--- config.mk ---
export PLATFORM = sky130hd
export DESIGN_NAME = window_guards
export DESIGN_NICKNAME = d
export VERILOG_FILES = /design/src/common/guard_pkg.sv /design/src/rtl/window_guards.sv
export SDC_FILE = /design/constraint.sdc
export NUM_CORES = 1
export LEC_CHECK = 0
export BUFFER_PORTS_ARGS = -buffer_cell sky130_fd_sc_hd__buf_2
export CORE_MARGIN = 2
export CORE_UTILIZATION = 35
export DETAILED_ROUTE_END_ITERATION = 8
export GPL_TIMING_DRIVEN = 0
export PLACE_DENSITY = 0.56
export SLEW_MARGIN = 20
export SYNTH_ARGS = -nofsm -noshare
export SYNTH_HDL_FRONTEND = slang
export SYNTH_SLANG_ARGS = --single-unit
export TNS_END_PERCENT = 10
--- constraint.sdc ---
create_clock -name sys_clk_in -period 26.9 [get_ports sys_clk_in]
set_clock_uncertainty 0.05 [all_clocks]
set_input_delay 5.38 -clock sys_clk_in [delete_from_list [all_inputs] [get_ports sys_clk_in]]
set_output_delay 5.38 -clock sys_clk_in [all_outputs]
set_load 0.05 [all_outputs]
--- src/common/guard_pkg.sv ---
// package: register map, field layouts, modes and timing for the window protectors
package guard_pkg;
  localparam int NUM_CELLS = 16;
  localparam int NUM_PINS = 8;
  // register byte offsets
  localparam logic [7:0] OFS_VOLT_LIMITS = 8'h00; // [11:0] over, [27:16] under
  localparam logic [7:0] OFS_BAL_FINISH = 8'h04; // [11:0] balance finish level
  localparam logic [7:0] OFS_CELL_COUNT = 8'h08; // [3:0] highest cell index
  localparam logic [7:0] OFS_LOW_MASK = 8'h0c; // [7:0] mask a, [15:8] mask b
  localparam logic [7:0] OFS_VOLT_CTRL = 8'h10; // [1:0] mode, [2] trigger, [7:4] lock
  localparam logic [7:0] OFS_TEMP_LIMITS = 8'h14; // [4:0] hot, [10:8] cold
  localparam logic [7:0] OFS_PAUSE_TEMP = 8'h18; // [4:0] level, [10:8] cool-off
  localparam logic [7:0] OFS_PIN_CONFIG = 8'h1c; // 3 bits per pin
  localparam logic [7:0] OFS_TEMP_CTRL = 8'h20; // [1:0] mode, [2] trigger, [6:4] lock
  localparam logic [7:0] OFS_STATE_FLAGS = 8'h24; // [0] volt active, [1] temp active
  localparam logic [7:0] OFS_HIGH_VOLT = 8'h28; // [7:0] flags a, [15:8] flags b
  localparam logic [7:0] OFS_LOW_VOLT = 8'h2c;
  localparam logic [7:0] OFS_HOT = 8'h30;
  localparam logic [7:0] OFS_COLD = 8'h34;
  localparam logic [7:0] OFS_FREEZE = 8'h38; // [0] adc results held, [1] forced code
  // field positions
  localparam int MODE_LSB = 0;
  localparam int TRIG_BIT = 2;
  localparam int LOCK_LSB = 4;
  localparam int HI_LSB = 16;
  localparam int COLD_LSB = 8;
  localparam logic [2:0] CFG_ADC_TEMP = 3'h2; // pin setting: adc and temperature input
  localparam logic [15:0] ADC_BIST_CODE = 16'h8000;
  // timing
  localparam int CLK_MHZ = 50;
  localparam int SLOT_NS = 1000; // dwell per channel in round robin
  localparam int SLOT_CYC = (SLOT_NS * CLK_MHZ) / 1000;
  localparam int SETTLE_US = 100; // frontend_settle_time
  localparam int SETTLE_CYC = SETTLE_US * CLK_MHZ;
  localparam int BIST_CYC = 64;
  typedef enum logic [1:0] {MODE_STOP, MODE_ROBIN, MODE_SELFTEST, MODE_LOCK} guard_mode_t;
  typedef enum {G_IDLE, G_ROBIN, G_TEST, G_LOCK} guard_state_t;
  typedef struct packed {
    logic [11:0] over;
    logic [11:0] under;
    logic [11:0] finish;
    logic [3:0] top;
    logic [15:0] mask;
    logic [1:0] mode;
    logic [3:0] lock;
  } volt_cfg_t;
  typedef struct packed {
    logic [4:0] hot;
    logic [2:0] cold;
    logic [4:0] pause;
    logic [2:0] cool;
    logic [23:0] pins;
    logic [1:0] mode;
    logic [2:0] lock;
  } temp_cfg_t;
endpackage : guard_pkg

--- src/rtl/window_guards.sv ---
// window protectors: settings latch, channel sequencing and fault capture
// What this block does
// - cell index field is the top active channel; all lower ones are active too.
// - cells set in the two low-voltage mask registers skip under-voltage checks.
// - cell above over limit flags over-voltage; below under limit flags under-voltage.
// - voltage mode 00 stop, 01 round robin, 10 self-test, 11 single channel.
// - voltage round robin visits every cell at fixed rate; inactive results dropped.
// - voltage round robin also checks each cell against balance finish level.
// - voltage self-test withholds cell results and faults; host halts adc first.
// - voltage single-channel mode holds comparators on the locked cell.
// - voltage self-test freezes or forces 0x8000 results; updates resume after settle time.
// - voltage trigger captures limits, mode, cell count and masks.
// - guards keep running in sleep; stop only by stop command or shutdown.
// - volt active flag while running; over and under flags in two registers each.
// - balance finish hit is no fault; it only ends balancing on that cell.
// - only pins configured as adc-and-temperature are active; shared limits apply.
// - ratio below hot code flags hot; ratio above cold code flags cold.
// - without thermistor reference every temperature input flags hot and cold.
// - temperature mode 00 stop, 01 round robin, 10 self-test, 11 single pin.
// - temperature round robin cycles all pins; hot path also checks pause level.
// - temperature self-test withholds pin results and suspends detection.
// - temperature single-channel mode holds comparators on the locked pin.
// - temperature trigger captures limits, pause level, cool-off, mode, pin configs.
// - temp active flag; hot and cold flags apart; pause hit only pauses balancing.
`timescale 1ns/10ps
module window_guards #(
  parameter int SETTLE_CYCLES = guard_pkg::SETTLE_CYC
) (
  input wire logic sys_clk_in,
  input wire logic reset_n_in,
  input wire logic shutdown_in,
  input wire logic [7:0] s_axi_awaddr_in,
  input wire logic s_axi_awvalid_in,
  output logic s_axi_awready_out,
  input wire logic [31:0] s_axi_wdata_in,
  input wire logic [3:0] s_axi_wstrb_in,
  input wire logic s_axi_wvalid_in,
  output logic s_axi_wready_out,
  output logic [1:0] s_axi_bresp_out,
  output logic s_axi_bvalid_out,
  input wire logic s_axi_bready_in,
  input wire logic [7:0] s_axi_araddr_in,
  input wire logic s_axi_arvalid_in,
  output logic s_axi_arready_out,
  output logic [31:0] s_axi_rdata_out,
  output logic [1:0] s_axi_rresp_out,
  output logic s_axi_rvalid_out,
  input wire logic s_axi_rready_in,
  output logic [3:0] cell_select_out,
  output logic [11:0] over_dac_out,
  output logic [11:0] under_dac_out,
  output logic volt_test_out,
  input wire logic cell_over_in,
  input wire logic cell_under_in,
  output logic [2:0] pin_select_out,
  output logic [4:0] hot_dac_out,
  output logic [2:0] cold_dac_out,
  output logic temp_test_out,
  input wire logic pin_hot_in,
  input wire logic pin_cold_in,
  input wire logic ref_ok_in,
  output logic [15:0] balance_finish_hit_out,
  output logic [7:0] balance_pause_temp_hit_out,
  output logic adc_hold_out,
  output logic adc_force_code_out
);
  // reset release through two flops
  logic rst_s1, rst_n;
  always_ff @(posedge sys_clk_in or negedge reset_n_in) begin
    if (!reset_n_in) begin
      rst_s1 <= 1'b0;
      rst_n <= 1'b0;
    end else begin
      rst_s1 <= 1'b1;
      rst_n <= rst_s1;
    end
  end

  // comparator and pin synchronisers; first stage read only by second
  logic [5:0] in_s1, in_s2;
  always_ff @(posedge sys_clk_in or negedge rst_n) begin
    if (!rst_n) begin
      in_s1 <= 6'h00;
      in_s2 <= 6'h00;
    end else begin
      in_s1 <= {shutdown_in, ref_ok_in, pin_cold_in, pin_hot_in, cell_under_in, cell_over_in};
      in_s2 <= in_s1;
    end
  end
  wire over_s = in_s2[0];
  wire under_s = in_s2[1];
  wire hot_s = in_s2[2];
  wire cold_s = in_s2[3];
  wire ref_ok_s = in_s2[4];
  wire shut_s = in_s2[5];

  // software-side shadow registers
  logic [31:0] volt_limits, finish_lvl, cell_count, low_mask, volt_ctrl;
  logic [31:0] temp_limits, pause_temp, pin_config, temp_ctrl;
  logic [15:0] high_volt, low_volt;
  logic [7:0] hot_flags, cold_flags;
  logic volt_go, temp_go;
  guard_pkg::volt_cfg_t vcfg;
  guard_pkg::temp_cfg_t tcfg;

  // axi write: take address and data in either order, answer after both
  logic aw_held, w_held, bvalid;
  logic [7:0] aw_addr;
  logic [31:0] w_data;
  logic [3:0] w_strb;
  wire aw_take = s_axi_awvalid_in && !aw_held && !bvalid;
  wire w_take = s_axi_wvalid_in && !w_held && !bvalid;
  wire [7:0] wr_addr = aw_held ? aw_addr : s_axi_awaddr_in;
  wire [31:0] wr_data = w_held ? w_data : s_axi_wdata_in;
  wire [3:0] wr_strb = w_held ? w_strb : s_axi_wstrb_in;
  wire wr_fire = (aw_held || aw_take) && (w_held || w_take);
  assign s_axi_awready_out = !aw_held && !bvalid;
  assign s_axi_wready_out = !w_held && !bvalid;
  assign s_axi_bvalid_out = bvalid;
  assign s_axi_bresp_out = 2'h0;
  always_ff @(posedge sys_clk_in or negedge rst_n) begin
    if (!rst_n) begin
      aw_held <= 1'b0;
      w_held <= 1'b0;
      bvalid <= 1'b0;
      aw_addr <= 8'h00;
      w_data <= 32'h0000_0000;
      w_strb <= 4'h0;
    end else begin
      if (aw_take && !wr_fire) begin
        aw_held <= 1'b1;
        aw_addr <= s_axi_awaddr_in;
      end else if (wr_fire) aw_held <= 1'b0;
      if (w_take && !wr_fire) begin
        w_held <= 1'b1;
        w_data <= s_axi_wdata_in;
        w_strb <= s_axi_wstrb_in;
      end else if (wr_fire) w_held <= 1'b0;
      if (wr_fire) bvalid <= 1'b1;
      else if (s_axi_bready_in) bvalid <= 1'b0;
    end
  end

  // byte-lane merge used by every settings register; the flag clears ignore the byte strobes
  function automatic logic [31:0] merge(input logic [31:0] old, input logic [31:0] d,
                                        input logic [3:0] s);
    logic [31:0] r;
    r = old;
    for (int i = 0; i < 4; i++) if (s[i]) r[i*8 +: 8] = d[i*8 +: 8];
    return r;
  endfunction : merge

  function automatic logic hit(input logic [7:0] a, input logic [7:0] ofs);
    return {a[7:2], 2'h0} == ofs;
  endfunction : hit

  // trigger bits never stored, so they read as zero
  wire next_volt_go = wr_fire && hit(wr_addr, guard_pkg::OFS_VOLT_CTRL) && wr_strb[0]
                      && wr_data[guard_pkg::TRIG_BIT];
  wire next_temp_go = wr_fire && hit(wr_addr, guard_pkg::OFS_TEMP_CTRL) && wr_strb[0]
                      && wr_data[guard_pkg::TRIG_BIT];
  always_ff @(posedge sys_clk_in or negedge rst_n) begin
    if (!rst_n) begin
      volt_limits <= 32'h0;
      finish_lvl <= 32'h0;
      cell_count <= 32'h0;
      low_mask <= 32'h0;
      volt_ctrl <= 32'h0;
      temp_limits <= 32'h0;
      pause_temp <= 32'h0;
      pin_config <= 32'h0;
      temp_ctrl <= 32'h0;
      volt_go <= 1'b0;
      temp_go <= 1'b0;
    end else begin
      volt_go <= next_volt_go;
      temp_go <= next_temp_go;
      if (wr_fire) begin
        if (hit(wr_addr, guard_pkg::OFS_VOLT_LIMITS))
          volt_limits <= merge(volt_limits, wr_data, wr_strb);
        if (hit(wr_addr, guard_pkg::OFS_BAL_FINISH))
          finish_lvl <= merge(finish_lvl, wr_data, wr_strb);
        if (hit(wr_addr, guard_pkg::OFS_CELL_COUNT))
          cell_count <= merge(cell_count, wr_data, wr_strb);
        if (hit(wr_addr, guard_pkg::OFS_LOW_MASK))
          low_mask <= merge(low_mask, wr_data, wr_strb);
        if (hit(wr_addr, guard_pkg::OFS_VOLT_CTRL))
          volt_ctrl <= merge(volt_ctrl, wr_data & 32'hf3, wr_strb);
        if (hit(wr_addr, guard_pkg::OFS_TEMP_LIMITS))
          temp_limits <= merge(temp_limits, wr_data, wr_strb);
        if (hit(wr_addr, guard_pkg::OFS_PAUSE_TEMP))
          pause_temp <= merge(pause_temp, wr_data, wr_strb);
        if (hit(wr_addr, guard_pkg::OFS_PIN_CONFIG))
          pin_config <= merge(pin_config, wr_data, wr_strb);
        if (hit(wr_addr, guard_pkg::OFS_TEMP_CTRL))
          temp_ctrl <= merge(temp_ctrl, wr_data & 32'h73, wr_strb);
      end
    end
  end

  // go latches settings; later edits wait for the next go; shutdown stops both
  wire [1:0] vmode_new = volt_ctrl[guard_pkg::MODE_LSB +: 2];
  wire [1:0] tmode_new = temp_ctrl[guard_pkg::MODE_LSB +: 2];
  always_ff @(posedge sys_clk_in or negedge rst_n) begin
    if (!rst_n) begin
      vcfg <= '0;
      tcfg <= '0;
    end else begin
      if (shut_s) vcfg.mode <= guard_pkg::MODE_STOP;
      else if (volt_go) vcfg <= {volt_limits[11:0], volt_limits[guard_pkg::HI_LSB +: 12],
        finish_lvl[11:0], cell_count[3:0], low_mask[15:0], vmode_new,
        volt_ctrl[guard_pkg::LOCK_LSB +: 4]};
      if (shut_s) tcfg.mode <= guard_pkg::MODE_STOP;
      else if (temp_go) tcfg <= {temp_limits[4:0], temp_limits[guard_pkg::COLD_LSB +: 3],
        pause_temp[4:0], pause_temp[guard_pkg::COLD_LSB +: 3], pin_config[23:0], tmode_new,
        temp_ctrl[guard_pkg::LOCK_LSB +: 3]};
    end
  end

  // shared slot timer: fixed dwell regardless of active count
  logic [15:0] slot_cnt;
  wire slot_end = slot_cnt == 16'(guard_pkg::SLOT_CYC - 1);
  logic [3:0] vch;
  logic [2:0] tch;
  logic [7:0] vtest_cnt, ttest_cnt;
  wire v_robin = vcfg.mode == guard_pkg::MODE_ROBIN;
  wire v_test = vcfg.mode == guard_pkg::MODE_SELFTEST;
  wire v_lock = vcfg.mode == guard_pkg::MODE_LOCK;
  wire t_robin = tcfg.mode == guard_pkg::MODE_ROBIN;
  wire t_test = tcfg.mode == guard_pkg::MODE_SELFTEST;
  wire t_lock = tcfg.mode == guard_pkg::MODE_LOCK;
  always_ff @(posedge sys_clk_in or negedge rst_n) begin
    if (!rst_n) begin
      slot_cnt <= 16'h0;
      vch <= 4'h0;
      tch <= 3'h0;
      vtest_cnt <= 8'h0;
      ttest_cnt <= 8'h0;
    end else begin
      slot_cnt <= slot_end ? 16'h0 : slot_cnt + 16'h1;
      if (v_lock) vch <= vcfg.lock;
      else if (slot_end) vch <= vch + 4'h1; // every cell visited
      if (t_lock) tch <= tcfg.lock;
      else if (slot_end) tch <= tch + 3'h1;
      vtest_cnt <= (v_test && vtest_cnt != 8'(guard_pkg::BIST_CYC)) ? vtest_cnt + 8'h1 :
                   (v_test ? vtest_cnt : 8'h0);
      ttest_cnt <= (t_test && ttest_cnt != 8'(guard_pkg::BIST_CYC)) ? ttest_cnt + 8'h1 :
                   (t_test ? ttest_cnt : 8'h0);
    end
  end
  assign cell_select_out = vch;
  assign pin_select_out = tch;
  assign volt_test_out = v_test && vtest_cnt != 8'(guard_pkg::BIST_CYC);
  assign temp_test_out = t_test && ttest_cnt != 8'(guard_pkg::BIST_CYC);
  // in voltage round robin, under dac alternates with finish level on the second half of each slot
  wire finish_phase = v_robin && slot_cnt >= 16'(guard_pkg::SLOT_CYC / 2);
  wire pause_phase = t_robin && slot_cnt >= 16'(guard_pkg::SLOT_CYC / 2);
  assign over_dac_out = vcfg.over; // shared over limit
  assign under_dac_out = finish_phase ? vcfg.finish : vcfg.under;
  assign hot_dac_out = pause_phase ? tcfg.pause : tcfg.hot;
  assign cold_dac_out = tcfg.cold;

  // sample at the end of each half slot, after the comparator has settled
  wire sample = slot_cnt == 16'(guard_pkg::SLOT_CYC / 2 - 1) || slot_end;
  wire cell_active = vch <= vcfg.top; // lower cells implied active
  wire v_detect = (v_robin || v_lock) && sample && cell_active;
  wire pin_active = tcfg.pins[tch*3 +: 3] == guard_pkg::CFG_ADC_TEMP;
  wire t_detect = (t_robin || t_lock) && sample && pin_active;
  wire t_hot = ref_ok_s ? hot_s : 1'b1; // ratio below hot code
  wire t_cold = ref_ok_s ? cold_s : 1'b1;
  always_ff @(posedge sys_clk_in or negedge rst_n) begin
    if (!rst_n) begin
      high_volt <= 16'h0;
      low_volt <= 16'h0;
      hot_flags <= 8'h0;
      cold_flags <= 8'h0;
      balance_finish_hit_out <= 16'h0;
      balance_pause_temp_hit_out <= 8'h0;
    end else begin
      if (v_detect && !finish_phase && over_s) high_volt[vch] <= 1'b1;
      if (v_detect && !finish_phase && under_s && !vcfg.mask[vch])
        low_volt[vch] <= 1'b1;
      if (v_detect && finish_phase) balance_finish_hit_out[vch] <= under_s;
      if (t_detect && !pause_phase && t_hot) hot_flags[tch] <= 1'b1;
      if (t_detect && t_cold) cold_flags[tch] <= 1'b1;
      if (t_detect && pause_phase) balance_pause_temp_hit_out[tch] <= t_hot;
      // write one to clear; a hit in the same cycle is or-ed back in, so the set wins
      if (wr_fire && hit(wr_addr, guard_pkg::OFS_HIGH_VOLT))
        high_volt <= high_volt & ~wr_data[15:0] | (v_detect && !finish_phase && over_s ?
                     16'(1) << vch : 16'h0);
      if (wr_fire && hit(wr_addr, guard_pkg::OFS_LOW_VOLT))
        low_volt <= low_volt & ~wr_data[15:0] | (v_detect && !finish_phase && under_s &&
                    !vcfg.mask[vch] ? 16'(1) << vch : 16'h0);
      if (wr_fire && hit(wr_addr, guard_pkg::OFS_HOT))
        hot_flags <= hot_flags & ~wr_data[7:0] | (t_detect && !pause_phase && t_hot ?
                     8'(1) << tch : 8'h0);
      if (wr_fire && hit(wr_addr, guard_pkg::OFS_COLD))
        cold_flags <= cold_flags & ~wr_data[7:0] | (t_detect && t_cold ? 8'(1) << tch : 8'h0);
    end
  end

  // adc result freeze during voltage self-test and settle afterwards
  logic [$clog2(SETTLE_CYCLES + 1)-1:0] settle_cnt;
  always_ff @(posedge sys_clk_in or negedge rst_n) begin
    if (!rst_n) begin
      settle_cnt <= '0;
    end else begin
      if (volt_test_out) settle_cnt <= ($bits(settle_cnt))'(SETTLE_CYCLES);
      else if (settle_cnt != '0) settle_cnt <= settle_cnt - 1'b1;
    end
  end
  assign adc_hold_out = volt_test_out || settle_cnt != '0;
  // host halts the adc before self-test; a start during it reads the forced code
  assign adc_force_code_out = adc_hold_out;

  // read path
  logic rvalid;
  logic [31:0] rdata;
  wire [7:0] ra = s_axi_araddr_in;
  wire [31:0] rd_word =
    hit(ra, guard_pkg::OFS_VOLT_LIMITS) ? volt_limits :
    hit(ra, guard_pkg::OFS_BAL_FINISH) ? finish_lvl :
    hit(ra, guard_pkg::OFS_CELL_COUNT) ? cell_count :
    hit(ra, guard_pkg::OFS_LOW_MASK) ? low_mask :
    hit(ra, guard_pkg::OFS_VOLT_CTRL) ? volt_ctrl :
    hit(ra, guard_pkg::OFS_TEMP_LIMITS) ? temp_limits :
    hit(ra, guard_pkg::OFS_PAUSE_TEMP) ? pause_temp :
    hit(ra, guard_pkg::OFS_PIN_CONFIG) ? pin_config :
    hit(ra, guard_pkg::OFS_TEMP_CTRL) ? temp_ctrl :
    hit(ra, guard_pkg::OFS_STATE_FLAGS) ? {30'h0, tcfg.mode != 2'h0, vcfg.mode != 2'h0} :
    hit(ra, guard_pkg::OFS_HIGH_VOLT) ? {16'h0, high_volt} :
    hit(ra, guard_pkg::OFS_LOW_VOLT) ? {16'h0, low_volt} :
    hit(ra, guard_pkg::OFS_HOT) ? {24'h0, hot_flags} :
    hit(ra, guard_pkg::OFS_COLD) ? {24'h0, cold_flags} :
    hit(ra, guard_pkg::OFS_FREEZE) ? {30'h0, adc_force_code_out, adc_hold_out} : 32'h0;
  wire rd_ok = ra <= guard_pkg::OFS_FREEZE;
  logic rerr;
  assign s_axi_arready_out = !rvalid;
  assign s_axi_rvalid_out = rvalid;
  assign s_axi_rdata_out = rdata;
  assign s_axi_rresp_out = rerr ? 2'h2 : 2'h0;
  always_ff @(posedge sys_clk_in or negedge rst_n) begin
    if (!rst_n) begin
      rvalid <= 1'b0;
      rdata <= 32'h0;
      rerr <= 1'b0;
    end else if (s_axi_arvalid_in && !rvalid) begin
      rvalid <= 1'b1;
      rdata <= rd_word;
      rerr <= !rd_ok;
    end else if (s_axi_rready_in) rvalid <= 1'b0;
  end

  // checks
  go_latch_a: assert property (@(posedge sys_clk_in) disable iff (!rst_n)
    volt_go && !shut_s |=> vcfg.mode == $past(vmode_new)) else $error("go not latched");
  // a write answer blocks the next write, so a trigger can never last two cycles
  trig_pulse_a: assert property (@(posedge sys_clk_in) disable iff (!rst_n)
    volt_go |=> !volt_go) else $error("trigger stuck");
  lock_hold_a: assert property (@(posedge sys_clk_in) disable iff (!rst_n)
    v_lock ##1 v_lock |-> cell_select_out == vcfg.lock) else $error("lock cell");
  test_quiet_a: assert property (@(posedge sys_clk_in) disable iff (!rst_n)
    v_test |=> $stable(high_volt) || $past(wr_fire)) else $error("fault in test");
  mask_low_a: assert property (@(posedge sys_clk_in) disable iff (!rst_n)
    v_detect && vcfg.mask[vch] && !low_volt[vch] |=> !low_volt[$past(vch)])
    else $error("masked cell flagged");
  ref_lost_a: assert property (@(posedge sys_clk_in) disable iff (!rst_n)
    t_detect && !ref_ok_s |=> cold_flags[$past(tch)]) else $error("no ref flag");
  stop_shut_a: assert property (@(posedge sys_clk_in) disable iff (!rst_n)
    shut_s |=> vcfg.mode == 2'h0 && tcfg.mode == 2'h0) else $error("shutdown run");
  hold_test_a: assert property (@(posedge sys_clk_in) disable iff (!rst_n)
    volt_test_out |-> adc_hold_out ##1 adc_hold_out) else $error("adc not held");
endmodule : window_guards

Yosys cells after proc, flatten, opt, wreduce, memory -nomap -nowiden
Cells that the tools add are included.
- reductions and logical operators: 104
- shift-type cells: 3
- eq/ne operators: 39
- bitwise logic cells: 15
- add/sub/neg operators: 6
- magnitude comparators: 7
- div/mod/pow operators: 0
- $mul: 1
- mux-type cells: 65
- operators with widths (kind ; number):
    $mux W32 ; 9
    $mux W16 ; 11
    $mux W8 ; 13
    $reduce_and A3 Y1 ; 30
    $eq A6 B4 Y1 const B ; 12
    $or A16 B16 Y16 ; 4
    $eq A6 B3 Y1 const B ; 8
    $logic_and A1 B1 Y1 ; 39
    $and A16 B16 Y16 ; 2
    $or A8 B8 Y8 ; 4
    $reduce_bool A2 Y1 ; 15
    $mux W13 ; 2
    $eq A6 B2 Y1 const B ; 4
    $shiftx A24 B6 Y3 ; 1
    $add A16 B1 Y16 const B ; 1
    $add A8 B1 Y8 const B ; 2
    $and A8 B8 Y8 ; 2
    $bwmux W16 ; 1
    $eq A16 B5 Y1 const B ; 1
    $eq A16 B6 Y1 const B ; 1
    $ge A16 B5 Y1 const B ; 1
    $ne A8 B7 Y1 const B ; 2
    $not A16 Y16 ; 1
    $shl A1 B4 Y16 const A ; 1
    34 further kinds ; 73
- output and inout bits: 108
- bits in read-only memories: 0
- register bits: 560
- latch bits: 0
- logic and storage cells: 310
- input bits: 65
- memories: 0
- memory bits (writable): 0

Logic depth before layout (Yosys ltp)
- depth after elaboration: 18
- gate-level depth with buffers: 10

Least setup slack after synthesis
Ideal clock, no wire load.
- path kind: flip-flop to output port
- from: reg slot_cnt[0]
- to: out under_dac_out[10]
- arrival time: 2275 ps
- cell stages (with the launch flop): 9
- buffers on the path: 2
- data required time: 21470 ps
- slack: 19195 ps
- cell sequence: dfrtp_1 > inv_1 > ha_1 > nor3b_1 > o211ai_1 > o311a_1 > clkbuf_1 > buf_1 > mux2_2
- longest elaborated chain between the ends: 3
- RTL lines (element ; line ; text):
    from (decl) ; window_guards.sv:221 ; logic [15:0] slot_cnt;
    from (signal assigned) ; window_guards.sv:240 ; slot_cnt <= slot_end ? 16'h0 : slot_cnt + 16'h1;
    $ge A16 B5 Y1 ; window_guards.sv:256 ; wire finish_phase = v_robin && slot_cnt >= 16'(guard_pkg::SLOT_CYC / 2);
    $logic_and A1 B1 Y1 ; window_guards.sv:256 ;
    $mux W12 ; window_guards.sv:259 ; assign under_dac_out = finish_phase ? vcfg.finish : vcfg.under;
    to (decl) ; window_guards.sv:51 ; output logic [11:0] under_dac_out,
Every way passes these cells.

Final worst setup path
- from: reg slot_cnt[0]
- to: out under_dac_out[11]
The elaborated chain is that of the path after synthesis.

==> results.json <==
{
  "synth_ff_type": "dfrtp_1",
  "dpl-instance-area_um2": 28600,
  "fin_crit_sh_pct": 35.4,
  "antenna_found_initial": 3,
  "relSlewSlack_pct": 29.1,
  "synth_edf_count": 0,
  "postLayoutCellArea_um2": 30800,
  "drt-total-wl_mm": 86.7,
  "io_pins": 173,
  "grt_start_max_net_pins": 57,
  "grt_pass1_wl_mm": 129,
  "fin_setup_tns_ns": 0,
  "postSynthAreaPerCell_um2": 12.1,
  "core_um2": 74300,
  "drt_iter0_drc": 1367,
  "layout-drive-gt1-share_pct": 33.7,
  "path_class": "register to output port",
  "crit_start": "slot_cnt[0]",
  "post-cts-setup-buffers": 0,
  "yosys_register_bits": 558,
  "cts_hold_buf": 0,
  "post_drt_wl_per_cell_um": 25.2,
  "synth_area_leaders": "dfrtp_1, mux2_2, o21ai_0",
  "tightest_slew_ns": 1.06,
  "cts-root-buf": "clkbuf_16",
  "leakagePower_nw": 14.2,
  "clock-sinks": 558,
  "rsz0062_at_grt": "no",
  "track_usage_pct": 22.4,
  "ys_seq_area_share_pct": 53.3,
  "antenna_left": 0,
  "via_count": 19200,
  "cts_resized": 0,
  "grt_pass1_vias": 19800,
  "vdd_drop_max_v": 0.0000485,
  "cp_data_arrival_time_ns": 4.10,
  "setup.worst_path.end": "under_dac_out[11]",
  "yosys_warnings": 0,
  "syn_to_final_growth_pct": 17.5,
  "rows": 100,
  "synthCells": 2163,
  "hp-class": "register to asynchronous set/reset pin",
  "async_flop_share_pct": 100,
  "powerDensity_nw_per_um2": 84.3,
  "critPathRequiredTime_ns": 21.47,
  "synth_cell_type_count": 75,
  "cap_violations": 0,
  "die_area_um2": 77100,
  "yosys.area.top_type": "dfrtp_1",
  "r2r_slack_ns": 23.19,
  "dp_hpwl_mm": 64.8,
  "dr.pass1.iters": 6,
  "r2r_start": "w_held",
  "status": "finished clean",
  "yosysTopAreaCellShare_pct": 53.3,
  "grt_overflow": 0,
  "drc": 0,
  "worstPathMaxFanout": 10,
  "start_kind": "register",
  "insertion_delay_ns": 0.62,
  "clock.fmax_mhz": 105,
  "final-max-slew-violation-count": 0,
  "setup_viol": 0,
  "cts_tree": "done",
  "nets": 2505,
  "layout_common_cells": "dfrtp_1, mux2_2, buf_2",
  "path_clk_slew_ns": 0.06,
  "cts_buffer_depth": 3,
  "hold_viol_final": 0,
  "htreeDepth": 3,
  "initial_core_util_pct": 35.3,
  "layout_commonest_cell": "dfrtp_1",
  "reg2reg_depth": 6,
  "fin_crit_ns": 9.53,
  "port_buffers": 167,
  "via_per_inst": 5.59,
  "chipHeight_um": 278,
  "numCtsBuffers": 67,
  "place_congestion": 0.908,
  "synth_area_um2": 26200,
  "cp-end-kind": "output port",
  "die_w_um": 278,
  "timing.rr.end": "high_volt[8]"
}
kinds of logic (layout without fill, tap and decap cells):
group	count (synthesis)	in the layout	share of synthesized area, %
compound gates	372	372	9.50
simple gates	449	449	9.06
flops	558	558	53.3
fa+ha+maj	26	26	1.24
xor+xnor	40	40	1.34
mux	524	524	22.5
other cells	2	6	0.0287
buf+inv	192	490	3.08
routing by layer:
| layer | wire (um) | up-vias | track usage (%) |
|---|---|---|---|
| li1 | - | 8424 | - |
| met1 | 37600 | 10000 | 30.1 |
| met2 | 41500 | 618 | 37.0 |
| met3 | 4990 | 120 | 3.50 |
| met4 | 2550 | 0 | 7.47 |
| met5 | 0 | - | 0 |
state kept, by name (all words and copies together) (netlist names), 12 cells and up:
signal / count
slot_cnt: 16
volt_limits: 32
vcfg: 50
pause_temp: 32
w_data: 32
tcfg: 39
pin_config: 32
over_dac_out: 12
high_volt: 16
cell_count: 32
low_volt: 16
settle_cnt: 13
finish_lvl: 32
low_mask: 32
temp_limits: 32
balance_finish_hit_out: 16
s_axi_rdata_out: 32
power by group:
part | switching [W] | internal (W)
Sequential | 0.000145 | 0.00102
Clock | 0.000371 | 0.000537
Combinational | 0.000308 | 0.000214
Total | 0.000825 | 0.00177
final cells by class:
class	count	area, um2
Clock buffer	97	1960
Buffer	158	678
Tap cell	969	1210
Inverter	34	128
Antenna cell	2	5.00
Clock inverter	21	228
Multi-Input combinational cell	1415	11500
Fill cell	7052	43500
Sequential cell	558	14000
Timing Repair Buffer	180	1130
how the worst min path moves through the flow:
stage	start	end
after CTS	rst_n	w_strb[1]
after global routing	rst_n	w_strb[1]
after global placement	in_s1[2]	in_s2[2]
after floorplan	in_s1[0]	in_s2[0]
after detailed placement	rst_n	aw_addr[7]
final	rst_n	w_strb[1]
metrics by stage:
| step | power, W | worst slack [ns] | utilization [%] | cells | hold slack, ns |
|---|---|---|---|---|---|
| floorplan | 0.00148 | 10.15 | - | 2165 | 0.281 |
| global route | 0.00271 | 17.26 | 41.4 | 3432 | 0.207 |
| CTS | 0.00261 | 17.38 | 41.4 | 3432 | 0.213 |
| detailed placement | 0.00170 | 18.04 | 38.5 | 3314 | 0.212 |
| finish | 0.00259 | 17.37 | 41.4 | 3434 | 0.178 |
| global placement | 0.00167 | 3.69 | 38.0 | 3301 | 0.285 |
synth_stat cells, types with 5 or more instances:
master	instances
dfrtp_1	558
mux2_2	466
o21ai_0	133
clkbuf_1	119
nor2_1	104
nand2_1	80
mux2i_1	53
nand3_1	51
a22oi_1	42
or2_2	38
a21oi_1	34
inv_1	32
nand4_1	30
ha_1	26
o31ai_1	23
and3_1	22
xor2_1	22
a22o_1	21
buf_4	20
a41oi_1	19
xnor2_1	18
buf_1	16
or3_1	16
nor2b_1	15
nor3_1	15
nand2b_1	13
a31oi_1	10
and2_1	10
o211ai_1	10
a222oi_1	9
nor4_1	9
a211oi_1	8
nand3b_1	8
a221o_1	7
nand4b_1	7
nor4b_1	7
o22ai_1	7
o21a_1	6
a221oi_1	5
nor3b_1	5
critical path, stage by stage, from the launching register on:
cell      delay (ns)
dfrtp_1         0.42
inv_1           0.08
ha_1            0.19
nor3b_1         0.14
o211ai_1        0.32
o311a_1         0.31
clkbuf_1        0.62
clkbuf_1        0.74
mux2_2          0.45
buf_2           0.22
Note: power is estimated with default switching activity, not from simulation.
